<file path="config.mk">
export PLATFORM = sky130hd
export DESIGN_NAME = sic_core
export DESIGN_NICKNAME = d
export VERILOG_FILES = /design/src/sic_pkg.sv /design/src/sic_core.sv /design/src/sic_sync2.sv
export VERILOG_INCLUDE_DIRS = /design/src /design/src/src
export SDC_FILE = /design/constraint.sdc
export NUM_CORES = 1
export LEC_CHECK = 0
export ABC_CLOCK_PERIOD_IN_PS = 10800
export BUFFER_PORTS_ARGS = -buffer_cell sky130_fd_sc_hd__buf_2
export CAP_MARGIN = 25
export CORE_MARGIN = 1.5
export CORE_UTILIZATION = 45
export DETAILED_ROUTE_END_ITERATION = 12
export GPL_TIMING_DRIVEN = 0
export PLACE_DENSITY = 0.65
export SYNTH_ARGS = -nofsm -noshare
export SYNTH_HDL_FRONTEND = slang
export SYNTH_SLANG_ARGS = --single-unit
</file>
<file path="constraint.sdc">
create_clock -name clk -period 10.8 [get_ports clk]
set_input_delay 2.16 -clock clk [delete_from_list [all_inputs] [get_ports clk]]
set_output_delay 2.16 -clock clk [all_outputs]
set_load 0.1 [all_outputs]
</file>
<file path="src/sic_params.svh">
// Offsets, field positions, reset values and timing counts of the block.
`ifndef SIC_PARAMS_SVH
`define SIC_PARAMS_SVH

`define SIC_NUM_IN 24
`define SIC_NUM_SINK 10
`define SIC_NUM_WC 15
`define SIC_CH_W 5
`define SIC_CH_END 5'h18
`define SIC_CH_SINK_END 5'h0A
`define SIC_ADDR_SINK 4'h0
`define SIC_ADDR_ENABLE 4'h1
`define SIC_ADDR_LEVEL 4'h2
`define SIC_ADDR_WETT 4'h3
`define SIC_ADDR_CONFIG 4'h4
`define SIC_ADDR_POLL 4'h5
`define SIC_WETT_IDX_LSB 0
`define SIC_WETT_CODE_LSB 4
`define SIC_RUN_BIT 0
`define SIC_WETT_MAX 3'h5
`define SIC_RST_SINK 10'h000
`define SIC_RST_ENABLE 24'h00_0000
`define SIC_RST_LEVEL 12'h000
`define SIC_RST_POLL 8'h00
`define SIC_CLK_NS 25
`define SIC_SETTLE_NS 1000
`define SIC_SETTLE_CYC ((`SIC_SETTLE_NS + `SIC_CLK_NS - 1) / `SIC_CLK_NS)

`endif

</file>
<file path="src/sic_pkg.sv">
// Types shared by the switch input configuration block.
package sic_pkg;
    typedef enum logic [1:0] {
        SIC_LVL_2V0 = 2'b00,
        SIC_LVL_2V7 = 2'b01,
        SIC_LVL_3V0 = 2'b10,
        SIC_LVL_4V0 = 2'b11
    } sic_level_t;
    typedef enum logic [2:0] {
        SIC_WC_0MA = 3'b000,
        SIC_WC_1MA = 3'b001,
        SIC_WC_2MA = 3'b010,
        SIC_WC_5MA = 3'b011,
        SIC_WC_10MA = 3'b100,
        SIC_WC_15MA = 3'b101
    } sic_wett_t;
    typedef enum logic [1:0] {
        SIC_ST_HALT = 2'b00,
        SIC_ST_IDLE = 2'b01,
        SIC_ST_SETTLE = 2'b10,
        SIC_ST_SAMPLE = 2'b11
    } sic_state_t;
endpackage : sic_pkg

</file>
<file path="src/sic_core.sv">
// Over-voltage handling, input configuration and switch polling.
`timescale 1ns/10ps
`include "sic_params.svh"

// Operation
// Over-voltage: all currents off, monitoring halted
// Entry: event line low, flag, live status
// Pending event shows in every SPI status
// CS rise clears flags only if read
// Over-voltage keeps registers and access intact
// Hysteresis hold; no repeat event while persisting
// Exit: event line low, flag, live clear
// Resume from lowest enabled input after recovery
// First cycle after recovery: event, new baseline
// Controller stops run before configuration changes
// Report open or closed for 24 inputs
// Wetting current shared by pairs or single
// Inputs 10 to 23 source only
// Sink select bit: 1 sink, 0 source
// Disabled input: currents off, not monitored
// Input enables reset to all disabled
// One threshold per group of four inputs
// Threshold choices 2, 2.7, 3, 4 volts
// Closed state from comparator and polarity
// Run set locks configuration except run, poll
// Six wetting currents, reset to 0 mA
module sic_core #(
    parameter int SETTLE_CYC = `SIC_SETTLE_CYC
) (
    input wire logic clk,
    input wire logic reset,
    input wire logic vs_above_rise,
    input wire logic vs_above_fall,
    input wire logic cs_n,
    input wire logic comp_out,
    input wire logic event_reg_read,
    input wire logic cfg_wr,
    input wire logic [3:0] cfg_addr,
    input wire logic [23:0] cfg_wdata,
    output logic event_drive,
    output logic spi_event_pending_flag,
    output logic supply_high_event_flag,
    output logic switch_change_event,
    output logic supply_high_live_status,
    output logic [23:0] switch_status,
    output logic run_bit,
    output logic [9:0] sink_select,
    output logic [23:0] input_enable,
    output logic [11:0] comparator_level_select,
    output logic [7:0] poll_timing_config_register,
    output logic [23:0] source_on,
    output logic [9:0] sink_on,
    output logic [4:0] poll_channel,
    output sic_pkg::sic_level_t level_sel,
    output sic_pkg::sic_wett_t wetting_sel
);
    import sic_pkg::*;

    if (SETTLE_CYC < 1 || SETTLE_CYC > 65535) begin : g_chk
        $error("SETTLE_CYC out of range");
    end

    logic rise_s, fall_s, cs_s, comp_s, cs_prev_q;
    logic ov_q, read_seen_q, first_cycle_q;
    logic [2:0] wc_q [`SIC_NUM_WC];
    logic [23:0] scan_q, base_q;
    logic [7:0] units_q;
    logic [15:0] div_q;
    sic_state_t state_q, state_d;
    logic [4:0] ch_d;

    // Chip select idles high, so its stages reset high: no false edge
    sic_sync2 #(.WIDTH(4), .RST_VAL(4'b0010)) u_sync (
        .clk(clk),
        .reset(reset),
        .async_in({vs_above_rise, vs_above_fall, cs_n, comp_out}),
        .sync_out({rise_s, fall_s, cs_s, comp_s})
    );

    // Supply window decode with hysteresis
    wire ov_enter = !ov_q && rise_s;
    wire ov_leave = ov_q && !fall_s;
    wire cs_rise = cs_s && !cs_prev_q;
    wire clr_evt = cs_rise && (read_seen_q || event_reg_read);
    wire end_cycle = (state_q == SIC_ST_IDLE) && (ch_d == 5'h00)
        && (poll_channel == `SIC_CH_END);
    wire [23:0] scan_fin = scan_q;
    wire ssc_set = end_cycle && (first_cycle_q || scan_fin != base_q);
    wire sh_set = ov_enter || ov_leave;
    wire sh_d = sh_set || (supply_high_event_flag && !clr_evt);
    wire ssc_d = ssc_set || (switch_change_event && !clr_evt);

    // Configuration writes; run bit set locks all but run and poll timing
    wire locked = run_bit;
    wire wr_sink = cfg_wr && !locked && cfg_addr == `SIC_ADDR_SINK;
    wire wr_en = cfg_wr && !locked && cfg_addr == `SIC_ADDR_ENABLE;
    wire wr_lvl = cfg_wr && !locked && cfg_addr == `SIC_ADDR_LEVEL;
    wire wr_wc = cfg_wr && !locked && cfg_addr == `SIC_ADDR_WETT;
    wire wr_cfg = cfg_wr && cfg_addr == `SIC_ADDR_CONFIG;
    wire wr_poll = cfg_wr && cfg_addr == `SIC_ADDR_POLL;
    wire [3:0] wc_idx = cfg_wdata[`SIC_WETT_IDX_LSB +: 4];
    wire [2:0] wc_code = cfg_wdata[`SIC_WETT_CODE_LSB +: 3];
    wire wc_ok = (wc_idx < 4'd15) && (wc_code <= `SIC_WETT_MAX);

    always_ff @(posedge clk) begin
        if (reset) begin
            run_bit <= 1'b0;
            sink_select <= `SIC_RST_SINK;
            input_enable <= `SIC_RST_ENABLE;
            comparator_level_select <= `SIC_RST_LEVEL;
            poll_timing_config_register <= `SIC_RST_POLL;
        end else begin
            if (wr_cfg) run_bit <= cfg_wdata[`SIC_RUN_BIT];
            if (wr_sink) sink_select <= cfg_wdata[9:0];
            if (wr_en) input_enable <= cfg_wdata;
            if (wr_lvl) comparator_level_select <= cfg_wdata[11:0];
            if (wr_poll) poll_timing_config_register <= cfg_wdata[7:0];
        end
    end

    // One wetting field per pair or single input, each resets to 0 mA
    for (genvar g = 0; g < `SIC_NUM_WC; g++) begin : g_wc
        always_ff @(posedge clk) begin
            if (reset) wc_q[g] <= SIC_WC_0MA;
            else if (wr_wc && wc_ok && wc_idx == 4'(g)) wc_q[g] <= wc_code;
        end
    end

    // Map an input to its wetting field
    function automatic logic [3:0] wc_field(input logic [4:0] ch);
        case (ch)
            5'd0, 5'd1: wc_field = 4'd0;
            5'd2, 5'd3: wc_field = 4'd1;
            5'd4: wc_field = 4'd2;
            5'd5: wc_field = 4'd3;
            5'd6, 5'd7: wc_field = 4'd4;
            5'd8, 5'd9: wc_field = 4'd5;
            5'd10: wc_field = 4'd6;
            5'd11: wc_field = 4'd7;
            5'd12, 5'd13: wc_field = 4'd8;
            5'd14, 5'd15: wc_field = 4'd9;
            5'd16, 5'd17: wc_field = 4'd10;
            5'd18, 5'd19: wc_field = 4'd11;
            5'd20, 5'd21: wc_field = 4'd12;
            5'd22: wc_field = 4'd13;
            default: wc_field = 4'd14;
        endcase
    endfunction : wc_field

    // Settle divider: one enable pulse every SETTLE_CYC cycles
    wire tick = (div_q == 16'(SETTLE_CYC - 1));
    always_ff @(posedge clk) begin
        if (reset || state_q != SIC_ST_SETTLE) div_q <= 16'h0000;
        else div_q <= tick ? 16'h0000 : div_q + 16'h0001;
    end

    // Poll sequencer; halts on over-voltage or cleared run bit
    wire halt = !run_bit || ov_q || ov_enter;
    wire [23:0] en_ext = input_enable;
    wire cur_en = (poll_channel < `SIC_CH_END) && en_ext[poll_channel];
    always_comb begin
        state_d = state_q;
        ch_d = poll_channel;
        case (state_q)
            SIC_ST_HALT: begin
                ch_d = 5'h00;
                if (!halt) state_d = SIC_ST_IDLE;
            end
            SIC_ST_IDLE: begin
                if (poll_channel == `SIC_CH_END) ch_d = 5'h00;
                else if (cur_en) state_d = SIC_ST_SETTLE;
                else ch_d = poll_channel + 5'h01;
            end
            SIC_ST_SETTLE: begin
                // Compare is a bound: a smaller poll write mid-settle ends it
                if (tick && units_q >= poll_timing_config_register)
                    state_d = SIC_ST_SAMPLE;
            end
            SIC_ST_SAMPLE: begin
                state_d = SIC_ST_IDLE;
                ch_d = poll_channel + 5'h01;
            end
            default: state_d = SIC_ST_HALT;
        endcase
        if (halt) begin
            state_d = SIC_ST_HALT;
            ch_d = 5'h00;
        end
    end

    // Closed when level and polarity agree: source low, sink high
    wire [23:0] sink_ext = {14'h0000, sink_select};
    wire cur_sink = sink_ext[poll_channel];
    wire closed = cur_sink ? comp_s : !comp_s;
    wire drive_d = (state_d == SIC_ST_SETTLE) || (state_d == SIC_ST_SAMPLE);
    wire [23:0] onehot_d = drive_d ? (24'h00_0001 << ch_d) : 24'h00_0000;
    wire [23:0] snk_d = onehot_d & sink_ext;
    wire [4:0] ch_sel = (ch_d < `SIC_CH_END) ? ch_d : 5'h00;
    wire [11:0] lvl_vec = comparator_level_select;

    always_ff @(posedge clk) begin
        if (reset) begin
            state_q <= SIC_ST_HALT;
            poll_channel <= 5'h00;
            units_q <= 8'h00;
            scan_q <= 24'h00_0000;
            source_on <= 24'h00_0000;
            sink_on <= 10'h000;
            level_sel <= SIC_LVL_2V0;
            wetting_sel <= SIC_WC_0MA;
        end else begin
            state_q <= state_d;
            poll_channel <= ch_d;
            if (state_q != SIC_ST_SETTLE) units_q <= 8'h00;
            else if (tick) units_q <= units_q + 8'h01;
            if (state_q == SIC_ST_SAMPLE) scan_q[poll_channel] <= closed;
            else if (state_q == SIC_ST_IDLE && !cur_en && !halt
                && poll_channel < `SIC_CH_END)
                scan_q[poll_channel] <= 1'b0;
            source_on <= onehot_d & ~snk_d;
            sink_on <= snk_d[9:0];
            level_sel <= sic_level_t'(lvl_vec[{ch_sel[4:2], 1'b0} +: 2]);
            wetting_sel <= sic_wett_t'(wc_q[wc_field(ch_sel)]);
        end
    end

    // Supply state, event flags and event line; a set wins over a clear
    always_ff @(posedge clk) begin
        if (reset) begin
            ov_q <= 1'b0;
            cs_prev_q <= 1'b1;
            read_seen_q <= 1'b0;
            first_cycle_q <= 1'b0;
            base_q <= 24'h00_0000;
            switch_status <= 24'h00_0000;
            supply_high_event_flag <= 1'b0;
            switch_change_event <= 1'b0;
            supply_high_live_status <= 1'b0;
            spi_event_pending_flag <= 1'b0;
            event_drive <= 1'b0;
        end else begin
            cs_prev_q <= cs_s;
            if (ov_enter) ov_q <= 1'b1;
            else if (ov_leave) ov_q <= 1'b0;
            supply_high_live_status <= (ov_q || ov_enter) && !ov_leave;
            if (cs_rise) read_seen_q <= 1'b0;
            else if (event_reg_read) read_seen_q <= 1'b1;
            if (ov_leave) first_cycle_q <= 1'b1;
            else if (end_cycle) first_cycle_q <= 1'b0;
            if (end_cycle) begin
                base_q <= scan_fin;
                switch_status <= scan_fin;
            end
            supply_high_event_flag <= sh_d;
            switch_change_event <= ssc_d;
            spi_event_pending_flag <= sh_d || ssc_d;
            if (sh_set || ssc_set) event_drive <= 1'b1;
            else if (clr_evt) event_drive <= 1'b0;
        end
    end

    // Checks
    chk_ov_currents_off: assert property (
        @(posedge clk) disable iff (reset)
        ov_q |-> (source_on == 24'h00_0000 && sink_on == 10'h000))
        else $error("current on during over-voltage");
    chk_ov_entry_flags: assert property (
        @(posedge clk) disable iff (reset)
        $rose(ov_q) |-> supply_high_event_flag && event_drive
        && supply_high_live_status)
        else $error("entry did not raise event");
    chk_pending_status: assert property (
        @(posedge clk) disable iff (reset)
        supply_high_event_flag |-> spi_event_pending_flag)
        else $error("pending flag missing");
    chk_clear_on_cs: assert property (
        @(posedge clk) disable iff (reset)
        clr_evt && !sh_set && !ssc_set |=> !event_drive
        && !supply_high_event_flag && !spi_event_pending_flag)
        else $error("flags not cleared on cs rise");
    chk_hold_no_clear: assert property (
        @(posedge clk) disable iff (reset)
        event_drive && !cs_rise |=> event_drive)
        else $error("event line released without cs rise");
    chk_ov_cfg_kept: assert property (
        @(posedge clk) disable iff (reset)
        ov_q && !cfg_wr |=> $stable(input_enable) && $stable(switch_status))
        else $error("register changed during over-voltage");
    chk_no_repeat: assert property (
        @(posedge clk) disable iff (reset)
        ov_q && $past(ov_q) |-> !$rose(event_drive))
        else $error("repeat event during over-voltage");
    chk_ov_exit_flags: assert property (
        @(posedge clk) disable iff (reset)
        $fell(ov_q) |-> supply_high_event_flag && event_drive
        && !supply_high_live_status)
        else $error("exit did not raise event");
    chk_resume_first: assert property (
        @(posedge clk) disable iff (reset)
        $fell(ov_q) && run_bit |=> poll_channel == 5'h00
        && state_q == SIC_ST_IDLE)
        else $error("polling not restarted from input 0");
    chk_disabled_off: assert property (
        @(posedge clk) disable iff (reset)
        (source_on & ~$past(input_enable)) == 24'h00_0000)
        else $error("disabled input driven");
    chk_locked_cfg: assert property (
        @(posedge clk) disable iff (reset)
        run_bit && cfg_wr && cfg_addr == `SIC_ADDR_ENABLE
        |=> $stable(input_enable))
        else $error("locked register written");
    cov_ov_enter: cover property (@(posedge clk) disable iff (reset)
        $rose(ov_q));
    cov_ov_exit_ssc: cover property (@(posedge clk) disable iff (reset)
        $fell(ov_q) ##[1:1000] $rose(switch_change_event));
    cov_clear: cover property (@(posedge clk) disable iff (reset)
        $fell(event_drive));
endmodule : sic_core

</file>
<file path="src/sic_sync2.sv">
// Two flip-flop synchroniser for pin inputs.
`timescale 1ns/10ps
module sic_sync2 #(
    parameter int WIDTH = 1,
    parameter logic [WIDTH-1:0] RST_VAL = '0
) (
    input wire logic clk,
    input wire logic reset,
    input wire logic [WIDTH-1:0] async_in,
    output logic [WIDTH-1:0] sync_out
);
    logic [WIDTH-1:0] meta_q;

    // First stage feeds only the second stage
    always_ff @(posedge clk) begin
        if (reset) begin
            meta_q <= RST_VAL;
            sync_out <= RST_VAL;
        end else begin
            meta_q <= async_in;
            sync_out <= meta_q;
        end
    end
endmodule : sic_sync2
</file>
# Word-level counts from Yosys, hierarchy flattened
# Memory sizes are Yosys's and may differ from the RTL's. A register that Yosys moved wholly into a read port is not among the register bits.
# Index checks and enable logic that the tools add are counted.
# word_totals
mem_bits_ro	128
n_memories	2
in_bits	36
ram_bits	45
out_inout_bits	128
regBits	187
wordCells	250
# classes
shifts	2
n_reduce_logical	73
add_sub_neg	3
n_bitwise	20
n_lt_le_gt_ge	7
n_eq_ne	28
n_mux	90
# memory_table
memory	words	width	rd	rd_clocked_by_memory_dff	write_ports	line_no	source
(name not given)	32	4	1	0	0	sic_core.sv:131	case (ch)
wc_q	15	3	1	1	15	sic_core.sv:65	logic [2:0] wc_q [`SIC_NUM_WC];
# op_table
cell	count
two-way mux 24 bit	3
two-way mux 1 bit	57
AND 24 bit	2
NOT 24 bit	2
two-way mux 3 bit	15
logical AND 1 bit	40
== test 4 bit (second input constant)	7
AND 24 x 10 -> 24 bit	1
bitwise mux 24 bit	1
== test 4 x 3 -> 1 bit (second input constant)	6
!= test 24 bit	1
left shift 1 x 5 -> 24 bit (first input constant)	1
two-way mux 5 bit	4
adder 16 x 1 -> 16 bit (second input constant)	1
== test 16 x 6 -> 1 bit (second input constant)	1
== test 4 x 2 -> 1 bit (second input constant)	4
OR 1 bit	15
case mux 5 bit (3 select lines)	1
logical OR 1 bit	12
variable part select 12 x 5 -> 2 bit	1
binary-select mux 1 bit (select 5 bit)	2
< comparator 5 bit (second input constant)	2
zero test 1 bit	9
adder 8 x 1 -> 8 bit (second input constant)	1
20 further kinds	34

# Logic depth before layout (Yosys ltp)
# Gate-level depths: netlist (run 1).
# logic_depth
ltp_word	13
depth_mapped	18
depth_no_buf	13

# Modules after synthesis
# A second synthesis (run 1) with hierarchy kept.
# hier_totals
cells_unflattened	1178
area_unflattened_um2	10608.9
# by_module_without_submodules
module	n_inst	cells_each	seq_area_each_um2	area_each_um2
sic_core	1	1162	4994.8	10398.7
sic_sync2	1	16	160.2	210.2

# Worst setup path after synthesis (run 1)
# Ideal clock, no wire load.
# synth_timing
kind	reg-to-reg
from	reg poll_channel[0]
to	reg wetting_sel[1], read port of wc_q
period_less_slack_ns	4.473
path_stages_with_launch	19
setup_slack_ns	6.327
arrival_time_ns	4.345
setup_ns	0.128
required_ns	10.672
n_path_buf	5
cell_sequence	dfxtp_1 > buf_4 > clkbuf_1 > inv_1 > ha_1 > clkbuf_1 > and4b_1 > nand2b_1 > nor2_1 > o211a_1 > a211oi_1 > and2_1 > clkbuf_1 > a221oi_4 > buf_6 > mux2i_1 > o22ai_1 > nor2_1 > nand4_1
# synth_via
elab_chain_len	11
elab_cells_between_ends	14
classes_between	1 x add/sub; 2 x order compare; 1 x eq/ne; 8 x mux; 1 x reduce/logical; 1 x memory
# synth_rtl
element	line_no	source
start: declaration	sic_core.sv:53	output logic [4:0] poll_channel,
start signal: assignment	sic_core.sv:213	poll_channel <= ch_d;
binary-select mux 1 bit (select 5 bit)	sic_core.sv:160	wire cur_en = (poll_channel < `SIC_CH_END) && en_ext[poll_channel];
two-way mux 1 bit (implied by the code)	sic_core.sv:160	
logical AND 1 bit	sic_core.sv:160	
two-way mux 5 bit	sic_core.sv:171	else if (cur_en) state_d = SIC_ST_SETTLE;
two-way mux 5 bit	sic_core.sv:170	if (poll_channel == `SIC_CH_END) ch_d = 5'h00;
case mux 5 bit (3 select lines) (*)	sic_core.sv:164	case (state_q)
two-way mux 5 bit (*)	sic_core.sv:185	if (halt) begin
< comparator 5 bit (no line)	n/a	
two-way mux 5 bit (*)	sic_core.sv:198	wire [4:0] ch_sel = (ch_d < `SIC_CH_END) ? ch_d : 5'h00;
memory (32 x 4 bit) (*)	n/a	
two-way mux 4 bit (*)	sic_core.sv:202	if (reset) begin
end: declaration	sic_core.sv:55	output sic_pkg::sic_wett_t wetting_sel
# Mark *: on every way between the ends. The rest lies on a longest branch, timed or not. The select of a mux whose other input is x is not followed.
# A chain may end at the register's enable or synchronous reset.

# Worst setup path in the final report (run 1)
# layout_timing
from	reg poll_channel[0]
to	reg wetting_sel[0], read port of wc_q
# Same word-level chain as after synthesis.

==> results of run 1 <==
==> synth_stat cells (12+ instances only) <==
cell type  count  area, um2
ha_1          18        225
nand2b_1      14       87.6
clkbuf_1      59        221
nand2_1      131        492
nand3_1       18       90.1
o21bai_1      12       90.1
dfxtp_1      190       3800
edfxtp_1      45       1350
xnor2_1       13        114
xor2_1        31        272
a21oi_1       63        315
mux2i_1       82        821
and3_1        12       75.1
nor2b_1       15       93.8
o21ai_0       36        180
a221oi_1      25        219
nor3_1        37        185
nor2_1       177        664
inv_1         33        124
==> sequential cells by signal, summed over array words and instances, names as in the netlist, 12 cells and up <==
signal	count
wc_q	45
base_q	24
input_enable	24
scan_fin	24
source_on	24
div_q	16
comparator_level_select	12
==> metrics by stage <==
stage / instances / setup slack (ps) / cell area [um2]
after floorplan: 1143 / 6330 / 10500
after CTS: 1637 / 5820 / 12500
after global routing: 1637 / 5510 / 12500
after global placement: 1589 / 5850 / 11600
final: 1637 / 5740 / 12500
after detailed placement: 1589 / 5850 / 11600
==> layout make-up <==
cell class | instances | area, um2
Fill cell | 2043 | 10200
Sequential cell | 235 | 5150
Multi-Input combinational cell | 799 | 4890
Timing Repair Buffer | 161 | 806
Clock buffer | 34 | 723
Tap cell | 285 | 357
Buffer | 75 | 305
Clock inverter | 14 | 179
Inverter | 34 | 128
==> per-layer routing <==
metal / share of wire (%) / track usage (%) / routed length (um)
met5: 0 / 0 / 0
met4: 1.7 / 5.22 / 510
met3: 6.5 / 3.81 / 1910
met2: 46 / 39.3 / 13800
met1: 45 / 33.3 / 13400
==> power by group through the flow <==
| stage | Sequential [mW] | Clock, mW | Combinational (mW) |
|---|---|---|---|
| 2_1_floorplan | 0.961 | 0 | 0.0329 |
| 3_3_place_gp | 0.933 | 0 | 0.0916 |
| 3_5_place_dp | 0.933 | 0 | 0.0917 |
| 4_1_cts | 0.913 | 0.942 | 0.0922 |
| 5_1_grt | 0.915 | 0.980 | 0.0982 |
| 6_report | 0.913 | 0.930 | 0.0929 |
==> path summary, 6_finish.rpt <==
path / from / to / cells after the start
setup / recovery: poll_channel[0] / wetting_sel[0] / 18
setup reg to reg: poll_channel[0] / wetting_sel[0] / 18
hold / removal: u_sync.meta_q[1] / u_sync.sync_out[1] / 1
hold reg to reg: u_sync.meta_q[1] / u_sync.sync_out[1] / 1
==> critical path: cells and delay by family (launching register included) <==
| kind | cells | cell delay (ps) |
|---|---|---|
| and+or+nand+nor | 6 | 1310 |
| muxes | 1 | 200 |
| AOI/OAI and AO/OA | 4 | 1100 |
| buffers and inverters | 6 | 1620 |
| adders and majority gates | 1 | 230 |
| DFF | 1 | 400 |
==> logic make-up (layout without fill, tap and decap cells) <==
group,Yosys count,after routing,synth area share (%)
flops,235,235,49.2
fa+ha+maj,18,18,2.15
simple gates,457,457,19.5
xor+xnor,44,44,3.68
compound gates,189,189,11.9
buf+inv,109,318,4.13
mux,91,91,9.45
==> metrics.md, run 1 <==
| Metric | Value |
|---|---|
| Status | `finished, final reports clean` |
| First-pass GRT wire length | `45,500 um` |
| DR vias/cell | `5.45` |
| Peak supply drop | `0.0000944 V` |
| Max Freq | `198 MHz` |
| Hold Crit Class | `reg2reg` |
| P_leak | `5.08 nW` |
| Sw Ratio | `22.7%` |
| Most used cell, CP | `clkbuf_1` |
| ANT cells | `0` |
| RePlAce Congestion | `0.915` |
| Slowest cell on crit path | `a221oi_4` |
| Buffer count from post-CTS setup fixing | `0` |
| # setup viols final | `0` |
| Critical path type | `reg2reg` |
| Clock Latency Late Sink | `530 ps` |
| Final Cycle Share | `46.8%` |
| Drt first pass iters | `7` |
| Seq/Total Area, Yosys | `49.2%` |
| Tightest Pin Transition | `946 ps` |
| WP data required | `11,150 ps` |
| CTS max path bufs | `3` |
| Post-synth top flop | `dfxtp_1` |
| Nets | `1,386` |
| Yosys warnings | `0` |
| Power Total | `1.94 mW` |
| Sw Pwr | `0.439 mW` |
| Initial antenna violation count | `0` |
| Final Hold Violating Endpoints | `0` |
| Post-cts hold buffer count | `0` |
| Util after Layout | `55.2%` |
| #FFs+latches synth | `235` |
| Clk slew on worst S/H paths | `60 ps` |
| Die X | `156 um` |
| DP HPWL | `21,700 um` |
| Clock sink count | `235` |
| Total wire length | `29,600 um` |
| Syn nets | `1,197` |
| Port Buffers | `161` |
| Min Hold Slack | `405 ps` |
| Total core area | `22,700 um2` |
| FP Rows | `55` |
| Max-cap violations | `0` |
| Chip height | `156 um` |
| Critical Path AT | `5400 ps` |
| Cell area after synthesis | `10,500 um2` |
| Wire length per cell | `18.1 um` |
| Flop pwr share | `47.2%` |
| GRT Util Overall | `24.0%` |
| Post-synthesis cell type count | `59` |
| Detailed-route DRC error count | `0` |
| DR iter-0 viols | `708` |
| # resized after CTS | `0` |
| Min cycle time layout | `5060 ps` |
| Vias in the first global route | `8,266` |
| Die area | `24,200 um2` |
| RSZ-0062 raised after global routing | `false` |
| Post-Syn Instances | `1,143` |
| Int Pwr | `1.50 mW` |
| Crit path cell chain | `buf_4, clkbuf_1, inv_1, ha_1, clkbuf_1, and4b_1, nand2b_1, nor2_1, o211a_1, a211oi_1, and2_1, clkbuf_1, a221oi_4, buf_6, mux2i_1, o22ai_1, nor2_1, nand4_1` |
| Logic pwr share | `4.8%` |
| Power Dens Cells | `154 nW/um2` |
| Setup crit start kind | `flop` |
| Avg Inst Size Synth | `9.16 um2` |
| Crit. End Element | `flop` |
| Post-synth ARST share | `0%` |
| GRT overflow | `0` |
| Htree depth | `1` |
| Root buffer cell | `clkbuf_16` |
| TNS Setup | `0 ps` |
| Largest net degree at the start of global routing | `14` |
| Clock group share of total power | `48.0%` |
| Top Ports | `164` |
| Crit Path Max Fanout | `10` |
| Commonest non-fill, non-tap cells in the layout | `190 x dfxtp_1, 177 x nor2_1, 165 x buf_2` |
| Final max-slew violation count | `0` |
| Layout cells sized above 1 | `17.2%` |
| EDFF count, synth | `45` |
| Max-slew headroom | `36.4%` |
| Setup Skew | `15.1 ps` |
| Detail Route Antenna Nets | `0` |
| FF-to-FF setup slack | `5740 ps` |
| Cts bufs inserted | `26` |
| CTS tree | `yes` |
| Initial Util | `46.1%` |
| Via count | `8,920` |
| Syn-to-layout area delta | `19.7%` |
| Critical Path Max Stage Delay | `720 ps` |
| Commonest non-fill, non-tap cell in the layout | `dfxtp_1` |
Note: power is estimated with default switching activity, not from simulation.
==> run 2: changes to the inputs <==
- ABC_CLOCK_PERIOD_IN_PS: 10800 -> 4350
- PLACE_DENSITY: 0.65 -> 0.67
- clock period: 10.8 -> 4.35 ns (I/O delays scaled with it)
==> run 2 against run 1 <==
  * Utilization rose by 0.29 points
  * Non-clock buffer count is 1 higher
  * Wire length grew 0.45%
  * Sequential power rose by 150%
  * Flip-flop and latch count unchanged
  * Critical path type unchanged
  * Largest cell class unchanged
==> metrics.md, run 2 (synthesized netlist as in run 1, its figures left out) <==
| Metric | Value |
|---|---|
| Status | `finished, final reports clean` |
| DR vias/cell | `5.51 (+1.1%)` |
| RePlAce Congestion | `0.915 (about the same)` |
| Syn-to-layout area delta | `20.3%` |
| GRT overflow | `0 (unchanged)` |
| Root buffer cell | `clkbuf_16` |
| CTS tree | `yes` |
| Reg with most FFs | `wc_q` |
| Critical Path AT | `4550 ps (-850 ps)` |
| Initial Util | `46.1% (unchanged)` |
| Detailed-route DRC error count | `0 (unchanged)` |
| Commonest non-fill, non-tap cells in the layout | `189 x dfxtp_1, 176 x nor2_1, 164 x buf_2` |
| Die area | `24,200 um2 (unchanged)` |
| Power Dens Cells | `380 nW/um2 (+150%)` |
| Vias in the first global route | `8,420 (+1.9%)` |
| First-pass GRT wire length | `46,300 um (+1.9%)` |
| Final instance area | `12,600 um2 (+0.53%)` |
| Max-cap violations | `0 (unchanged)` |
| Max reg flops | `45 (unchanged)` |
| Min cycle time layout | `4210 ps (-843 ps)` |
| Int Pwr | `3.71 mW (+150%)` |
| Setup crit start kind | `flop` |
| Clock sink count | `235 (unchanged)` |
| RSZ-0062 raised after global routing | `false` |
| Port Buffers | `161 (unchanged)` |
| ANT cells | `0 (unchanged)` |
| FF-to-FF setup slack | `140 ps (-5610 ps)` |
| Total wire length | `29,700 um (+0.45%)` |
| Cell Count, Final, Fillers Out | `1,638 (+0.061%)` |
| Largest net degree at the start of global routing | `14 (unchanged)` |
| Layout cells sized above 1 | `18.5% (+1.3 points)` |
| Sw Ratio | `22.5% (-0.18 points)` |
| Detail Route Antenna Nets | `0 (unchanged)` |
| Critical path type | `reg2reg` |
| Max-slew headroom | `46.5% (+10 points)` |
| Max Freq | `237 MHz (+20%)` |
| Peak supply drop | `0.000268 V (+180%)` |
| Chip height | `156 um (unchanged)` |
| P_leak | `5.13 nW (+0.95%)` |
| Flop pwr share | `47.4% (+0.2 points)` |
| Tightest Pin Transition | `803 ps (-144 ps)` |
| Clk slew on worst S/H paths | `60 ps (about the same)` |
| DP HPWL | `22,000 um (+1.3%)` |
| Setup Skew | `11.6 ps (-3.54 ps)` |
| Clock Latency Late Sink | `520 ps (about the same)` |
| Final Hold Violating Endpoints | `0 (unchanged)` |
| Commonest non-fill, non-tap cell in the layout | `dfxtp_1` |
| FP Rows | `55 (unchanged)` |
| Final Cycle Share | `96.8% (+50 points)` |
| Logic pwr share | `4.8% (about the same)` |
| Die X | `156 um (unchanged)` |
| Drt first pass iters | `5 (-2)` |
| Hold Crit Class | `reg2reg` |
| Clock group share of total power | `47.8% (-0.2 points)` |
| # setup viols final | `0 (unchanged)` |
| Total core area | `22,700 um2 (unchanged)` |
| Wire length per cell | `18.1 um (+0.39%)` |
| Final max-slew violation count | `0 (unchanged)` |
| Sw Pwr | `1.08 mW (+150%)` |
| Min Hold Slack | `412 ps (+6.54 ps)` |
| Top Ports | `164 (unchanged)` |
| Crit. End Element | `flop` |
| Cts bufs inserted | `26 (unchanged)` |
| WP data required | `4690 ps (-6460 ps)` |
| Placed insts | `1,589 (unchanged)` |
| CTS max path bufs | `3 (unchanged)` |
| Placed inst area | `11,600 um2 (about the same)` |
| DR iter-0 viols | `640 (-9.6%)` |
| Initial antenna violation count | `0 (unchanged)` |
| Via count | `9,028 (+1.2%)` |
| Htree depth | `1 (unchanged)` |
| Crit Path Max Fanout | `10 (unchanged)` |
| GRT Util Overall | `24.2% (+0.28 points)` |
| Nets | `1,387 (+0.072%)` |
==> run 2: worst paths after layout <==
| path | to | from | depth (start not counted) |
|---|---|---|---|
| min reg2reg | u_sync.sync_out[1] | u_sync.meta_q[1] | 1 |
| max reg2reg | wetting_sel[1] | poll_channel[0] | 17 |
| max | wetting_sel[1] | poll_channel[0] | 17 |
| min | u_sync.sync_out[1] | u_sync.meta_q[1] | 1 |
==> run 2: per-layer routing <==
layer | global-route usage (%) | up-vias | part of all wire [%]
li1 | - | 4332 | -
met5 | 0 | - | 0
met4 | 7.03 | 0 | 2.9
met2 | 39.1 | 340 | 45
met3 | 3.86 | 52 | 7.2
met1 | 33.6 | 4304 | 44
==> run 2: final cells by class <==
type / instances / area [um2]
Timing Repair Buffer: 164 / 828
Inverter: 34 / 128
Multi-Input combinational cell: 799 / 4920
Sequential cell: 235 / 5160
Tap cell: 285 / 357
Clock buffer: 39 / 811
Buffer: 73 / 309
Clock inverter: 9 / 100
Fill cell: 2103 / 10100
==> run 2: what timing repair did <==
item | CTS | global route
gates resized for setup | 7 | 10
buffers inserted | 1 | 2
hold buffers | 0 | 0
setup endpoints to repair | 4 | 27
hold endpoints to repair | 0 | 0
pin swaps | 1 | 1
==> run 2: critical path, cell delays in order, from the launching register on <==
cell	delay [ps]
dfxtp_2	350
buf_4	200
clkbuf_4	200
inv_1	130
ha_1	370
and4b_1	290
nand2b_1	190
nor2_2	80
o211a_1	140
a211oi_1	420
clkbuf_2	300
nor4_1	100
a221oi_4	290
buf_6	220
mux2i_1	230
o22ai_1	100
nor2_1	200
nand4_1	210
==> run 2: metrics by stage <==
stage	util (%)	setup slack, ps	setup TNS [ps]	power, mW
global placement	51.3	-530	-1420	2.54
finish	55.5	138	0	4.79
CTS	55.4	12.9	0	4.82
detailed placement	51.3	-543	-1340	2.55
global route	55.5	11.5	0	4.93
floorplan	-	132	0	2.47
==> run 2: power by group through the flow <==
stage                     sequential (mW)  clock [mW]  combinational, mW
after floorplan                      2.39           0             0.0817
after global placement               2.32           0              0.228
after detailed placement             2.32           0              0.229
after CTS                            2.27        2.32              0.230
after global routing                 2.27        2.42              0.244
final                                2.27        2.29              0.232
==> run 3: changes to the inputs <==
- ABC_CLOCK_PERIOD_IN_PS: 4350 -> 4300
- PLACE_DENSITY: 0.67 -> 0.65
- clock period: 4.35 -> 4.3 ns (I/O delays scaled with it)
==> run 3 against run 2 <==
  * Power is 2.2% higher
  * Worst setup slack improved by 57 ps
  * Register-to-register slack improved by 60 ps
  * First-iteration DRC count is 9.1% higher
  * Maximum frequency is 2.6% higher
==> metrics.md, run 3 (synthesized netlist as in run 1, its figures left out) <==
| Metric | Value |
|---|---|
| Status | `finished, final reports clean` |
| Placed insts | `1,589 (unchanged)` |
| Detail Route Antenna Nets | `0 (unchanged)` |
| Drt first pass iters | `7 (+2)` |
| ANT cells | `0 (unchanged)` |
| Logic pwr share | `4.8% (about the same)` |
| Clock sink count | `235 (unchanged)` |
| Peak supply drop | `0.000265 V (-1.1%)` |
| RePlAce Congestion | `0.926 (+1.2%)` |
| Critical path type | `reg2reg` |
| Port Buffers | `161 (unchanged)` |
| Max-cap violations | `0 (unchanged)` |
| Largest net degree at the start of global routing | `14 (unchanged)` |
| Initial Util | `46.1% (unchanged)` |
| Chip height | `156 um (unchanged)` |
| Die X | `156 um (unchanged)` |
| Min Hold Slack | `410 ps (-1.30 ps)` |
| Crit Path Max Fanout | `10 (unchanged)` |
| Min cycle time layout | `4110 ps (-107 ps)` |
| Max reg flops | `45 (unchanged)` |
| Crit path cell chain | `buf_6, clkbuf_4, inv_1, ha_2, and4b_1, nand2b_1, nor4_1, o31ai_2, and2_1, a221oi_4, buf_6, mux2i_1, o22ai_1, nor2_1, nand4_1` |
| Htree depth | `1 (unchanged)` |
| Setup Skew | `8.25 ps (-3.35 ps)` |
| Final Hold Violating Endpoints | `0 (unchanged)` |
| Power Dens Cells | `386 nW/um2 (+1.8%)` |
| DR vias/cell | `5.52 (+0.19%)` |
| Cts bufs inserted | `26 (unchanged)` |
| Layout cells sized above 1 | `18.8% (+0.31 points)` |
| Top Ports | `164 (unchanged)` |
| Final WS setup | `194 ps (+56.5 ps)` |
| Post-cts hold buffer count | `0 (unchanged)` |
| Flop pwr share | `46.9% (-0.5 points)` |
| Slowest cell on crit path | `nor4_1` |
| Critical Path AT | `4470 ps (-80 ps)` |
| Setup crit start kind | `flop` |
| GRT Util Overall | `24.5% (+0.24 points)` |
| Hold Crit Class | `reg2reg` |
| Wire length per cell | `18.3 um (+0.94%)` |
| Clk slew on worst S/H paths | `60 ps (about the same)` |
| Die area | `24,200 um2 (unchanged)` |
| Clock group share of total power | `48.3% (+0.5 points)` |
| Syn-to-layout area delta | `20.9%` |
| Commonest non-fill, non-tap cells in the layout | `188 x dfxtp_1, 176 x nor2_1, 164 x buf_2` |
| Detailed-route DRC error count | `0 (unchanged)` |
| Pre-CTS setup slack | `-641 ps (-98.0 ps)` |
| CTS max path bufs | `3 (unchanged)` |
| First-pass GRT wire length | `46,300 um (about the same)` |
| Sw Ratio | `22.2% (-0.35 points)` |
| Sw Pwr | `1.08 mW (+0.63%)` |
| Cell Count, Final, Fillers Out | `1,637 (-0.061%)` |
| Final max-slew violation count | `0 (unchanged)` |
| TNS Setup | `0 ps (unchanged)` |
| Critical Path Max Stage Delay | `420 ps (about the same)` |
| Total wire length | `30,000 um (+0.88%)` |
| Tightest Pin Transition | `911 ps (+108 ps)` |
| Total core area | `22,700 um2 (unchanged)` |
| P_leak | `5.14 nW (+0.18%)` |
| FP Rows | `55 (unchanged)` |
| Max Freq | `244 MHz (+2.6%)` |
| DR iter-0 viols | `698 (+9.1%)` |
| Commonest non-fill, non-tap cell in the layout | `dfxtp_1` |
| GRT overflow | `0 (unchanged)` |
| Initial antenna violation count | `0 (unchanged)` |
| Crit. End Element | `flop` |
| Root buffer cell | `clkbuf_16` |
| Via count | `9,040 (+0.13%)` |
| Most used cell, CP | `buf_6` |
| Placed inst area | `11,600 um2 (unchanged)` |
| # setup viols final | `0 (unchanged)` |
| Final instance area | `12,700 um2 (+0.46%)` |
| Final Cycle Share | `95.5% (-1.4 points)` |
| Nets | `1,387 (unchanged)` |
| Vias in the first global route | `8,306 (-1.4%)` |
| CTS tree | `yes` |
| Clock Latency Late Sink | `530 ps (about the same)` |
| Int Pwr | `3.81 mW (+2.7%)` |
| # fillers | `2,046 (-2.7%)` |
| Power Total | `4.89 mW (+2.2%)` |
| WP data required | `4660 ps (-30 ps)` |
| DP HPWL | `22,100 um (+0.39%)` |
| Util after Layout | `55.8% (+0.25 points)` |
| Reg with most FFs | `wc_q` |
| Max-slew headroom | `39.3% (-7.2 points)` |
## run 3: cell types whose count changed in the layout (fill, tap and decap cells not counted), moves of 2 or more
cell,change
buf_4,-2
buf_6,+2
clkbuf_16,+2
clkinv_2,-3
## run 3: cell type report
class,count,area [um2],share of cell area (%)
buffer,73,313,2.47
multi-input combinational,799,4940,39.0
tap,285,357,2.82
clock inverter,6,86.3,0.682
inverter,34,128,1.01
timing repair buffer,164,832,6.57
sequential,235,5160,40.7
clock buffer,41,852,6.73
## run 3: per-layer routing
metal	wire, um	vias to the layer above	global-route usage (%)	part of all wire (%)
met5	0	-	0	0
met4	796	0	7.17	2.7
met3	2100	51	3.92	7.0
met2	13700	340	39.7	46
met1	13400	4318	33.8	45
li1	-	4331	-	-
## run 3: path summary, 6_finish.rpt
kind | startpoint | end | slack (ps) | cells after the start
worst min register to register | u_sync.meta_q[1] | u_sync.sync_out[1] | 410 | 1
worst max register to register | poll_channel[0] | wetting_sel[1] | 190 | 15
worst min-delay path | u_sync.meta_q[1] | u_sync.sync_out[1] | 410 | 1
worst max-delay path | poll_channel[0] | wetting_sel[1] | 190 | 15
## run 3: what timing repair did
item                       4_1_cts  5_1_grt
gates resized for setup          8       17
pin swaps                        2        2
cloned                           0        0
setup endpoints to repair       26       29
setup buffers                    3        0
hold endpoints to repair         0        0
## run 3: power groups by stage
stage	logic [mW]	registers (mW)	clock network, mW
after floorplan	0.0826	2.41	0
after global placement	0.230	2.34	0
after detailed placement	0.231	2.34	0
after CTS	0.232	2.30	2.40
after global routing	0.246	2.30	2.49
final	0.232	2.30	2.37
## run 3: worst max-delay path: cells and delay by family (launching register included)
kind	cells	cell delay [ps]
fa+ha+maj	1	270
simple gates	6	1570
mux	1	230
buf+inv	4	760
compound gates	3	740
flops	1	370
